**config.mk**
```make
export PLATFORM = sky130hd
export DESIGN_NAME = rmlc_top
export DESIGN_NICKNAME = d
export VERILOG_FILES = /design/src/include/rmlc_pkg.sv /design/src/design/rmlc_top.sv
export SDC_FILE = /design/constraint.sdc
export NUM_CORES = 1
export LEC_CHECK = 0
export ABC_AREA = 1
export BUFFER_PORTS_ARGS = -buffer_cell sky130_fd_sc_hd__buf_2
export CORE_MARGIN = 1.5
export CORE_UTILIZATION = 35
export CTS_BUF_LIST = sky130_fd_sc_hd__clkbuf_8
export CTS_CLUSTER_SIZE = 24
export DETAILED_ROUTE_END_ITERATION = 7
export GPL_TIMING_DRIVEN = 1
export PLACE_DENSITY_LB_ADDON = 0.1
export SLEW_MARGIN = 15
export SYNTH_ARGS = -nofsm -noshare
export SYNTH_HDL_FRONTEND = slang
export SYNTH_SLANG_ARGS = --single-unit
```
**constraint.sdc**
```tcl
create_clock -name CLK_SYS -period 5.9 [get_ports CLK_SYS]
set_input_delay 0.885 -clock CLK_SYS [delete_from_list [all_inputs] [get_ports CLK_SYS]]
set_output_delay 0.885 -clock CLK_SYS [all_outputs]
set_load 0.02 [all_outputs]
```
**src/include/rmlc_pkg.sv**
```systemverilog
// Package: constants for the register map lock and checksum block
package rmlc_pkg;
    // ------------------------------------------------------------------
    // Register map
    // ------------------------------------------------------------------
    // Printed offsets are not all multiples of four: they are indexes
    localparam logic [7:0] SEC_INDEX = 8'h1f;
    localparam logic [7:0] CFG_A_INDEX = 8'h0d;
    localparam logic [7:0] CFG_B_INDEX = 8'h0e;
    localparam logic [7:0] CFG_C_INDEX = 8'h0f;
    localparam logic [7:0] CFG_D_INDEX = 8'h10;
    localparam int NUM_CFG = 4;
    localparam logic [7:0] KEY_UNLOCK = 8'ha5;
    localparam int KEY_LSB = 16;
    localparam int CHK_LSB = 0;
    localparam logic [23:0] CFG_RESET = 24'h000000;
    localparam logic [15:0] CHK_RESET = 16'h0000;
    localparam logic [15:0] CHK_SEED = 16'hffff;
    localparam logic [15:0] CHK_POLY = 16'h1021;
    localparam logic [31:0] UNDEF_READ = 32'h00000000;
    // ------------------------------------------------------------------
    // Timing
    // ------------------------------------------------------------------
    localparam int CHK_PERIOD = 21;
    localparam logic [4:0] CHK_PERIOD_LAST = 5'(CHK_PERIOD - 1);
    // ------------------------------------------------------------------
    // Bus answers
    // ------------------------------------------------------------------
    localparam logic [1:0] RESP_OKAY = 2'h0;
    localparam logic [1:0] RESP_SLVERR = 2'h2;
endpackage : rmlc_pkg

```
**src/design/rmlc_top.sv**
```systemverilog
// Module: register map lock with periodic checksum, AXI4-Lite slave
`timescale 1ns/10ps
// How it works
// - Key field bits 23:16 resets to unlock
// - Unlocked key: every register accepts writes
// - Unlocked: checksum and interrupt held cleared
// - Unlocked: no checksum computation runs
// - Locked: only security register accepts writes
// - Locked: other registers read undefined
// - Locked: checksum runs; interrupt needs enable
// - 16-bit checksum over writable map, read-only
// - Checksum updates every 21 modulator clocks
// - Unlock value forces checksum field zero
module rmlc_top (
    // Clock, enable, reset
    input wire logic CLK_SYS,
    input wire logic CLK_EN,
    input wire logic RESETN,
    // Interrupt enable and checksum alert
    input wire logic CHK_INT_EN,
    output logic CHK_INT,
    // AXI4-Lite write address
    input wire logic [9:0] S_AXI_AWADDR,
    input wire logic S_AXI_AWVALID,
    output logic S_AXI_AWREADY,
    // AXI4-Lite write data
    input wire logic [31:0] S_AXI_WDATA,
    input wire logic [3:0] S_AXI_WSTRB,
    input wire logic S_AXI_WVALID,
    output logic S_AXI_WREADY,
    // AXI4-Lite write response
    output logic [1:0] S_AXI_BRESP,
    output logic S_AXI_BVALID,
    input wire logic S_AXI_BREADY,
    // AXI4-Lite read address
    input wire logic [9:0] S_AXI_ARADDR,
    input wire logic S_AXI_ARVALID,
    output logic S_AXI_ARREADY,
    // AXI4-Lite read data
    output logic [31:0] S_AXI_RDATA,
    output logic [1:0] S_AXI_RRESP,
    output logic S_AXI_RVALID,
    input wire logic S_AXI_RREADY
);
    // ------------------------------------------------------------------
    // State
    // ------------------------------------------------------------------
    logic [7:0] key_reg;
    logic [23:0] cfg_reg [rmlc_pkg::NUM_CFG];
    logic [15:0] map_checksum_field_reg;
    logic [4:0] tick_reg;
    logic [9:0] aw_addr_reg;
    logic [31:0] w_data_reg;
    logic [3:0] w_strb_reg;
    logic aw_held_reg;
    logic w_held_reg;
    logic unlocked;
    logic wr_fire;
    logic [15:0] chk_next;

    assign unlocked = (key_reg == rmlc_pkg::KEY_UNLOCK);
    assign wr_fire = aw_held_reg && w_held_reg && !S_AXI_BVALID;

    // ------------------------------------------------------------------
    // Helpers
    // ------------------------------------------------------------------
    function automatic logic [7:0] word_index(input logic [9:0] addr);
        return addr[9:2];
    endfunction : word_index

    function automatic logic [1:0] cfg_slot(input logic [7:0] idx);
        return 2'(idx - rmlc_pkg::CFG_A_INDEX);
    endfunction : cfg_slot

    function automatic logic is_cfg(input logic [7:0] idx);
        return idx >= rmlc_pkg::CFG_A_INDEX && idx <= rmlc_pkg::CFG_D_INDEX;
    endfunction : is_cfg

    function automatic logic [23:0] merge(input logic [23:0] old,
                                          input logic [31:0] data,
                                          input logic [3:0] strb);
        logic [23:0] res;
        res = old;
        for (int i = 0; i < 3; i++) begin
            if (strb[i]) begin
                res[i*8 +: 8] = data[i*8 +: 8];
            end
        end
        return res;
    endfunction : merge

    // One CRC-16 step per byte, MSB first
    function automatic logic [15:0] crc_byte(input logic [15:0] crc,
                                             input logic [7:0] b);
        logic [15:0] c;
        c = crc ^ {b, 8'h00};
        for (int i = 0; i < 8; i++) begin
            c = c[15] ? ((c << 1) ^ rmlc_pkg::CHK_POLY) : (c << 1);
        end
        return c;
    endfunction : crc_byte

    // ------------------------------------------------------------------
    // Checksum message: config words high byte first, then the key
    // ------------------------------------------------------------------
    always_comb begin
        logic [15:0] c;
        c = rmlc_pkg::CHK_SEED;
        for (int r = 0; r < rmlc_pkg::NUM_CFG; r++) begin
            c = crc_byte(c, cfg_reg[r][23:16]);
            c = crc_byte(c, cfg_reg[r][15:8]);
            c = crc_byte(c, cfg_reg[r][7:0]);
        end
        chk_next = crc_byte(c, key_reg);
    end

    // ------------------------------------------------------------------
    // Write channel capture
    // ------------------------------------------------------------------
    always_ff @(posedge CLK_SYS or negedge RESETN) begin
        if (!RESETN) begin
            aw_held_reg <= 1'b0;
            w_held_reg <= 1'b0;
            aw_addr_reg <= 10'h000;
            w_data_reg <= 32'h00000000;
            w_strb_reg <= 4'h0;
            S_AXI_AWREADY <= 1'b0;
            S_AXI_WREADY <= 1'b0;
        end else if (CLK_EN) begin
            S_AXI_AWREADY <= !aw_held_reg && !S_AXI_AWREADY && !S_AXI_BVALID;
            S_AXI_WREADY <= !w_held_reg && !S_AXI_WREADY && !S_AXI_BVALID;
            if (S_AXI_AWVALID && S_AXI_AWREADY) begin
                aw_held_reg <= 1'b1;
                aw_addr_reg <= S_AXI_AWADDR;
            end else if (wr_fire) begin
                aw_held_reg <= 1'b0;
            end
            if (S_AXI_WVALID && S_AXI_WREADY) begin
                w_held_reg <= 1'b1;
                w_data_reg <= S_AXI_WDATA;
                w_strb_reg <= S_AXI_WSTRB;
            end else if (wr_fire) begin
                w_held_reg <= 1'b0;
            end
        end
    end

    // ------------------------------------------------------------------
    // Write response
    // ------------------------------------------------------------------
    always_ff @(posedge CLK_SYS or negedge RESETN) begin
        if (!RESETN) begin
            S_AXI_BVALID <= 1'b0;
            S_AXI_BRESP <= rmlc_pkg::RESP_OKAY;
        end else if (CLK_EN) begin
            if (wr_fire) begin
                S_AXI_BVALID <= 1'b1;
                if (word_index(aw_addr_reg) == rmlc_pkg::SEC_INDEX ||
                    (is_cfg(word_index(aw_addr_reg)) && unlocked)) begin
                    S_AXI_BRESP <= rmlc_pkg::RESP_OKAY;
                end else begin
                    S_AXI_BRESP <= rmlc_pkg::RESP_SLVERR;
                end
            end else if (S_AXI_BREADY) begin
                S_AXI_BVALID <= 1'b0;
            end
        end
    end

    // ------------------------------------------------------------------
    // Security key
    // ------------------------------------------------------------------
    always_ff @(posedge CLK_SYS or negedge RESETN) begin
        if (!RESETN) begin
            key_reg <= rmlc_pkg::KEY_UNLOCK;
        end else if (CLK_EN) begin
            if (wr_fire && word_index(aw_addr_reg) == rmlc_pkg::SEC_INDEX &&
                w_strb_reg[2]) begin
                key_reg <= w_data_reg[23:16];
            end
        end
    end

    // ------------------------------------------------------------------
    // Writable configuration words
    // ------------------------------------------------------------------
    always_ff @(posedge CLK_SYS or negedge RESETN) begin
        if (!RESETN) begin
            for (int r = 0; r < rmlc_pkg::NUM_CFG; r++) begin
                cfg_reg[r] <= rmlc_pkg::CFG_RESET;
            end
        end else if (CLK_EN) begin
            if (wr_fire && unlocked && is_cfg(word_index(aw_addr_reg))) begin
                cfg_reg[cfg_slot(word_index(aw_addr_reg))] <= merge(
                    cfg_reg[cfg_slot(word_index(aw_addr_reg))],
                    w_data_reg, w_strb_reg);
            end
        end
    end

    // ------------------------------------------------------------------
    // Checksum engine and alert
    // ------------------------------------------------------------------
    always_ff @(posedge CLK_SYS or negedge RESETN) begin
        if (!RESETN) begin
            tick_reg <= 5'h00;
            map_checksum_field_reg <= rmlc_pkg::CHK_RESET;
        end else if (CLK_EN) begin
            if (unlocked) begin
                tick_reg <= 5'h00;
                map_checksum_field_reg <= rmlc_pkg::CHK_RESET;
            end else if (tick_reg == rmlc_pkg::CHK_PERIOD_LAST) begin
                tick_reg <= 5'h00;
                map_checksum_field_reg <= chk_next;
            end else begin
                tick_reg <= tick_reg + 5'h01;
            end
        end
    end

    // Alert when the stored checksum no longer matches the map
    always_ff @(posedge CLK_SYS or negedge RESETN) begin
        if (!RESETN) begin
            CHK_INT <= 1'b0;
        end else if (CLK_EN) begin
            if (unlocked) begin
                CHK_INT <= 1'b0;
            end else if (tick_reg == rmlc_pkg::CHK_PERIOD_LAST) begin
                CHK_INT <= CHK_INT_EN && map_checksum_field_reg != 16'h0000
                           && chk_next != map_checksum_field_reg;
            end else if (!CHK_INT_EN) begin
                CHK_INT <= 1'b0;
            end
        end
    end

    // ------------------------------------------------------------------
    // Read channel
    // ------------------------------------------------------------------
    always_ff @(posedge CLK_SYS or negedge RESETN) begin
        if (!RESETN) begin
            S_AXI_ARREADY <= 1'b0;
            S_AXI_RVALID <= 1'b0;
            S_AXI_RDATA <= 32'h00000000;
            S_AXI_RRESP <= rmlc_pkg::RESP_OKAY;
        end else if (CLK_EN) begin
            S_AXI_ARREADY <= !S_AXI_ARREADY && !S_AXI_RVALID;
            if (S_AXI_ARVALID && S_AXI_ARREADY) begin
                S_AXI_RVALID <= 1'b1;
                S_AXI_RRESP <= rmlc_pkg::RESP_OKAY;
                if (word_index(S_AXI_ARADDR) == rmlc_pkg::SEC_INDEX) begin
                    S_AXI_RDATA <= {8'h00, key_reg,
                                    map_checksum_field_reg};
                end else if (is_cfg(word_index(S_AXI_ARADDR))) begin
                    S_AXI_RDATA <= unlocked ?
                        {8'h00, cfg_reg[cfg_slot(word_index(S_AXI_ARADDR))]}
                        : rmlc_pkg::UNDEF_READ;
                end else begin
                    S_AXI_RDATA <= 32'h00000000;
                    S_AXI_RRESP <= rmlc_pkg::RESP_SLVERR;
                end
            end else if (S_AXI_RREADY) begin
                S_AXI_RVALID <= 1'b0;
            end
        end
    end
endmodule : rmlc_top

```
* After elaboration in Yosys (flattened, before gate mapping) *
Cells that the tools add are included.

operators by class
  reductions and logical operators = 46
  magnitude comparators = 7
  add/subtract/negate cells = 3
  bitwise operators = 119
  eq/ne operators = 6
  multiplexer cells = 142

operators with widths
  operator                                                           count
  2-to-1 mux 13 bit                                                  104
  NOT 3 bit                                                          104
  XOR 16 bit                                                         12
  2-to-1 mux 24 bit                                                  6
  binary-select mux 24 bit (select 2 bit)                            2
  bitwise mux 96 bit                                                 1
  2-to-1 mux 8 bit                                                   9
  2-to-1 mux 32 bit                                                  2
  demux 24 bit (select 2 bit)                                        1
  2-to-1 mux 16 bit                                                  2
  AND reduction 2 bit                                                12
  logical AND 1 bit                                                  20
  == test 8 x 5 -> 1 bit, second input constant                      2
  greater-or-equal comparator 8 x 4 -> 1 bit, second input constant  2
  less-or-equal comparator 8 x 5 -> 1 bit, second input constant     2
  != test 16 bit                                                     1
  NOT 16 bit                                                         1
  nonzero test 16 bit                                                1
  2-to-1 mux 1 bit                                                   10
  2-to-1 mux 5 bit                                                   2
  nonzero test 2 bit                                                 5
  == test 8 bit, second input constant                               1
  zero test 1 bit                                                    7
  greater-or-equal comparator 3 bit, second input constant           2
  8 further kinds                                                    12

word-level totals
  output and inout port bits = 42
  logic and storage cells = 344
  register bits after elaboration = 206

* Longest topological paths before layout *
  depth in word-level cells = 225
  mapped depth = 60

* Least setup slack after synthesis *
Ideal clock, no wire load.

  kind = reg-to-reg
  from = register cfg_reg[93] in the netlist's numbering
  to = register CHK_INT
  path slack = 904 ps
  cell stages (with the launch flop) = 54
  period minus slack after synthesis = 4996 ps
  required time = 5779 ps
  path buffers = 1
  arrival = 4875 ps
  cells stage by stage = dfrtp_1 buf_4 inv_2 nand2_2 nand3_1 nand2_1 nand2_1 inv_2 nor2_1 inv_1 nand2_2 nand3_1 nand2_4 nand2_2 nand2_2 nand2_4 nand2_4 nand2_1 (+18 left out) nand2_1 inv_2 nand3_2 nand2_4 nand2_4 nand2_4 nand2_2 nand3_2 nand2_4 nand2_4 nand2_2 nand2_1 nand3_1 nand3_1 nor2_1 nand3_1 nand2_1 nand2_1

between the ends
  word-level cells in the longest chain between the ends = 114
  elaborated cells between the ends (all ways) = 212
  those cells by class = eq/ne (1); mux (104); bitwise (106); reduce/logical (1)

ends and longest elaborated chain
  element                            RTL line         source
  from (decl)                        rmlc_top.sv:49   logic [23:0] cfg_reg [rmlc_pkg::NUM_CFG];
  from (signal, indexed assignment)  rmlc_top.sv:190  cfg_reg[r] <= rmlc_pkg::CFG_RESET;
  from (signal, indexed assignment)  rmlc_top.sv:194  cfg_reg[cfg_slot(word_index(aw_addr_reg))] <= merge(
  NOT 16 bit (no source line) *      -
  2-to-1 mux 13 bit *                rmlc_top.sv:98   c = c[15] ? ((c << 1) ^ rmlc_pkg::CHK_POLY) : (c << 1);
  2-to-1 mux 13 bit (3 in a row)     rmlc_top.sv:98
  2-to-1 mux 13 bit *                rmlc_top.sv:98
  NOT 3 bit (no source line)         -
  2-to-1 mux 13 bit                  rmlc_top.sv:98
  XOR 16 bit *                       rmlc_top.sv:96   c = crc ^ {b, 8'h00};
  2-to-1 mux 13 bit (6 in a row)     rmlc_top.sv:98
  (+87 left out)                     -
  XOR 16 bit *                       rmlc_top.sv:96
  2-to-1 mux 13 bit (5 in a row)     rmlc_top.sv:98
  NOT 3 bit (no source line)         -
  2-to-1 mux 13 bit                  rmlc_top.sv:98
  != test 16 bit *                   rmlc_top.sv:230  && chk_next != map_checksum_field_reg;
  logical AND 1 bit *                rmlc_top.sv:230
  2-to-1 mux 1 bit *                 rmlc_top.sv:228  end else if (tick_reg == rmlc_pkg::CHK_PERIOD_LAST) begin
  2-to-1 mux 1 bit *                 rmlc_top.sv:226  if (unlocked) begin
  to (signal assigned)               rmlc_top.sv:229  CHK_INT <= CHK_INT_EN && map_checksum_field_reg != 16'h0000
  to (decl)                          rmlc_top.sv:21   output logic CHK_INT,

Mark *: on every way between the ends. The rest lies on a longest branch, timed or not.
A chain may end at the register's enable or synchronous reset.

* Final worst setup path *
  from = register cfg_reg[90] in the netlist's numbering
  to = register CHK_INT

between the ends
  word-level cells in the longest chain between the ends = 113
  elaborated cells between the ends (all ways) = 209
  those cells by class = eq/ne (1); mux (103); bitwise (104); reduce/logical (1)

ends and longest elaborated chain
  element                                                RTL line
  NOT 16 bit (no source line) *                          -
  2-to-1 mux 13 bit *                                    rmlc_top.sv:98
  NOT 3 bit (no source line)                             -
  2-to-1 mux 13 bit * (2 in a row)                       rmlc_top.sv:98
  2-to-1 mux 13 bit (2 in a row)                         rmlc_top.sv:98
  XOR 16 bit *                                           rmlc_top.sv:96
  2-to-1 mux 13 bit                                      rmlc_top.sv:98
  2-to-1 mux 13 bit *                                    rmlc_top.sv:98
  (+95 left out)                                         -
  2-to-1 mux 13 bit / NOT 3 bit (equally long branches)  -
  2-to-1 mux 13 bit                                      rmlc_top.sv:98
  2-to-1 mux 13 bit / NOT 3 bit (equally long branches)  -
  2-to-1 mux 13 bit                                      rmlc_top.sv:98
  != test 16 bit *                                       rmlc_top.sv:230
  logical AND 1 bit *                                    rmlc_top.sv:230
  2-to-1 mux 1 bit *                                     rmlc_top.sv:228
  2-to-1 mux 1 bit *                                     rmlc_top.sv:226

Marks and branches as above.

==> results.cfg <==
[timing]
max-slew-margin-rel = 0.148
setup_viol = 0
hold_viol = 0
rsz0062_at_grt = yes
fmax_ghz = 0.172
period_minus_slack_ps = 5820
tightest_slew_ps = 1260
fin_crit_sh = 0.986
fin_skew_ps = 22.9
slew_violations = 0

[finish]
final_util = 0.466
area_growth_pct = 31.4
drive_gt1_frac = 0.349
fillCellCount = 4677
largest_register_ffs = 96
fin_cells = 3263
nNetsFinal = 2725
layout_common_cells = 558 x nand2_1, 244 x nand3_1, 243 x o21ai_0
seqCellArea_um2 = 4870
final_area_um2 = 21100
multiInputGateArea_um2 = 12200
final_common_cell = nand2_1

[routing]
routedWlPerCell_um = 19.1
drc_errors = 0
vias = 16900
drt-met1-wl_um = 27900
drtIter0Drc = 1330
dr.pass1.iters = 5
met2_wirelength_um = 29100
wl_met3_um = 2920
topRoutingLayerUsed = met4
drt_wl_total_um = 62200
ant_nets = 0
drt-vias-per-instance = 5.19

[global_routing]
grt_first_pass_wirelength_um = 92200
grt_max_degree = 115
grt_usage = 0.259
antenna_found_initial = 0
grt_overflow = 0
grt_pass1_vias = 15400

[clocking]
tritoncts = done
htree_num_levels = 4
cts.sinks = 194
cts_made_buffers = 17
clock_latency_ps = 540
clk_path_buf_depth = 2
clk_pin_slew_ps = 120
cts_root_buf = clkbuf_8

[die]
io_pins = 107
die_h_um = 217
start_util = 0.355
dieArea_um2 = 47200
core_um2 = 45300
die_w_um = 217
rows = 78

[synthesis]
synth_edf_count = 0
synth_cell_types = 40
syn_inst = 2435
ys_ff_latch = 194
synthFlopType = dfrtp_1
seq_area_frac_synth = 0.303
async_reset_ff_frac = 1.00
synth_warnings = 0
syn_area_per_cell_um2 = 6.60
mappedNetlistArea_um2 = 16100

[critical_path]
crit_type = reg2reg
startpoint_type = flip-flop
path_max_fanout = 6
critPathRequiredTime_ps = 6320
cpPeakStageDelay_ps = 440
r2r_start = cfg_reg[90]$_DFFE_PN0P_
critPathArrivalTime_ps = 6240
crit_top_cell = nand2_4
reg2reg_depth = 55
crit_start = cfg_reg[90]$_DFFE_PN0P_
cp-end-kind = flip-flop
crit_slowest_cell = dfrtp_1

[placed_design]
globalplace.congestion = 0.933
placed_cell_area_um2 = 18100
io_buffers = 83
place_hpwl_um = 48000
dp.cells = 3194

[power_and_ir_drop]
p_seq_frac = 0.364
p_leak_nw = 10.2
pwr-share-comb = 0.445
finalPower_mw = 4.86
p_int_mw = 2.59
cellPowerDensity_nw_per_um2 = 230
switching_share = 0.468
peakVddDrop_v = 0.000300
p_clk_frac = 0.191
p_sw_mw = 2.27

[job]
drv_cap = 0

[outcome]
outcome = completed

[min_path]
hp-class = in2async
[critical path: cells and delay by family (launching register included)]
| kind | cells | cell delay [ps] |
|---|---|---|
| DFF | 1 | 440 |
| xor gates and xnor gates | 1 | 210 |
| buffers and inverters | 8 | 680 |
| and+or+nand+nor | 46 | 4360 |
[cell usage after synthesis, types with 2 or more instances]
cell,number,share of area
buf_4,12,0.0056
xor2_2,2,0.0020
dfstp_2,4,0.0065
nand3_2,73,0.045
o21ai_0,246,0.077
mux2i_1,2,0.0012
nand3b_1,15,0.0070
nand4_1,9,0.0035
mux2_2,26,0.018
nor3_1,6,0.0019
xnor2_1,10,0.0055
xor2_1,7,0.0038
nand2_4,53,0.037
dfrtp_1,190,0.30
nor2_2,2,0.00078
nand3_4,6,0.0065
buf_1,9,0.0021
a21oi_1,144,0.045
nand2_1,732,0.17
o211ai_1,2,0.00093
inv_1,213,0.050
nor4_1,4,0.0016
nand3_1,312,0.097
clkbuf_1,65,0.015
nor2_1,74,0.017
ha_1,11,0.0086
o22ai_1,23,0.0090
nand2_2,109,0.042
clkinv_1,4,0.00093
o21a_1,6,0.0028
inv_2,55,0.013
[logic make-up (layout without fill, tap and decap cells)]
logic type,after synthesis,after routing,synth area share
compound gates,423,423,0.135
xor+xnor,21,21,0.0137
fa+ha+maj,11,11,0.00857
buf+inv,360,578,0.0875
flops,194,194,0.303
mux,28,28,0.0195
other cells,1,11,0.000233
simple gates,1397,1397,0.433
[stage by stage]
stage | setup TNS [ps] | hold WS [ps] | setup slack [ps]
after floorplan | 0 | 453 | 904
after detailed placement | -319 | 465 | -319
after global placement | -206 | 462 | -206
after global routing | -437 | 523 | -316
after CTS | 0 | 495 | 4.10
final | 0 | 466 | 80.0
[area by class of cell]
type	instances	area share
Clock inverter	15	0.00717
Tap cell	600	0.0356
Inverter	273	0.0492
Multi-Input combinational cell	1890	0.576
Clock buffer	17	0.0111
Timing Repair Buffer	273	0.0907
Sequential cell	194	0.231
Antenna cell	1	0.000119
[metal layers]
layer | track usage | vias to the layer above
met5 | 0 | -
met4 | 0.0907 | 0
met3 | 0.0281 | 92
met2 | 0.422 | 435
met1 | 0.355 | 8007
li1 | - | 8406
[power groups by stage]
stage,Sequential (mW),Combinational (mW),Clock [mW]
5_1_grt,1.79,2.34,0.985
2_1_floorplan,1.73,1.16,0
3_3_place_gp,1.79,2.01,0
3_5_place_dp,1.79,2.02,0
6_report,1.77,2.16,0.927
4_1_cts,1.77,2.04,0.941
[repair_timing]
action,CTS,global route
pin swaps,21,197
endpoints found under the setup margin,2,16
gates resized for setup,119,406
setup buffers,9,27
hold buffers,0,0
[worst paths after layout]
path / slack (ps) / end
worst max-delay path: 80 / CHK_INT$_DFFE_PN0P_
worst max register to register: 80 / CHK_INT$_DFFE_PN0P_
min in group CLK_SYS: 490 / S_AXI_RDATA[3]$_DFFE_PN0P_
worst min-delay path: 470 / map_checksum_field_reg[13]$_DFFE_PN0P_
max in group asynchronous: 4340 / cfg_reg[95]$_DFFE_PN0P_
worst min register to register: 490 / S_AXI_RDATA[3]$_DFFE_PN0P_
No activity file was read; power rests on OpenSTA's default activity.
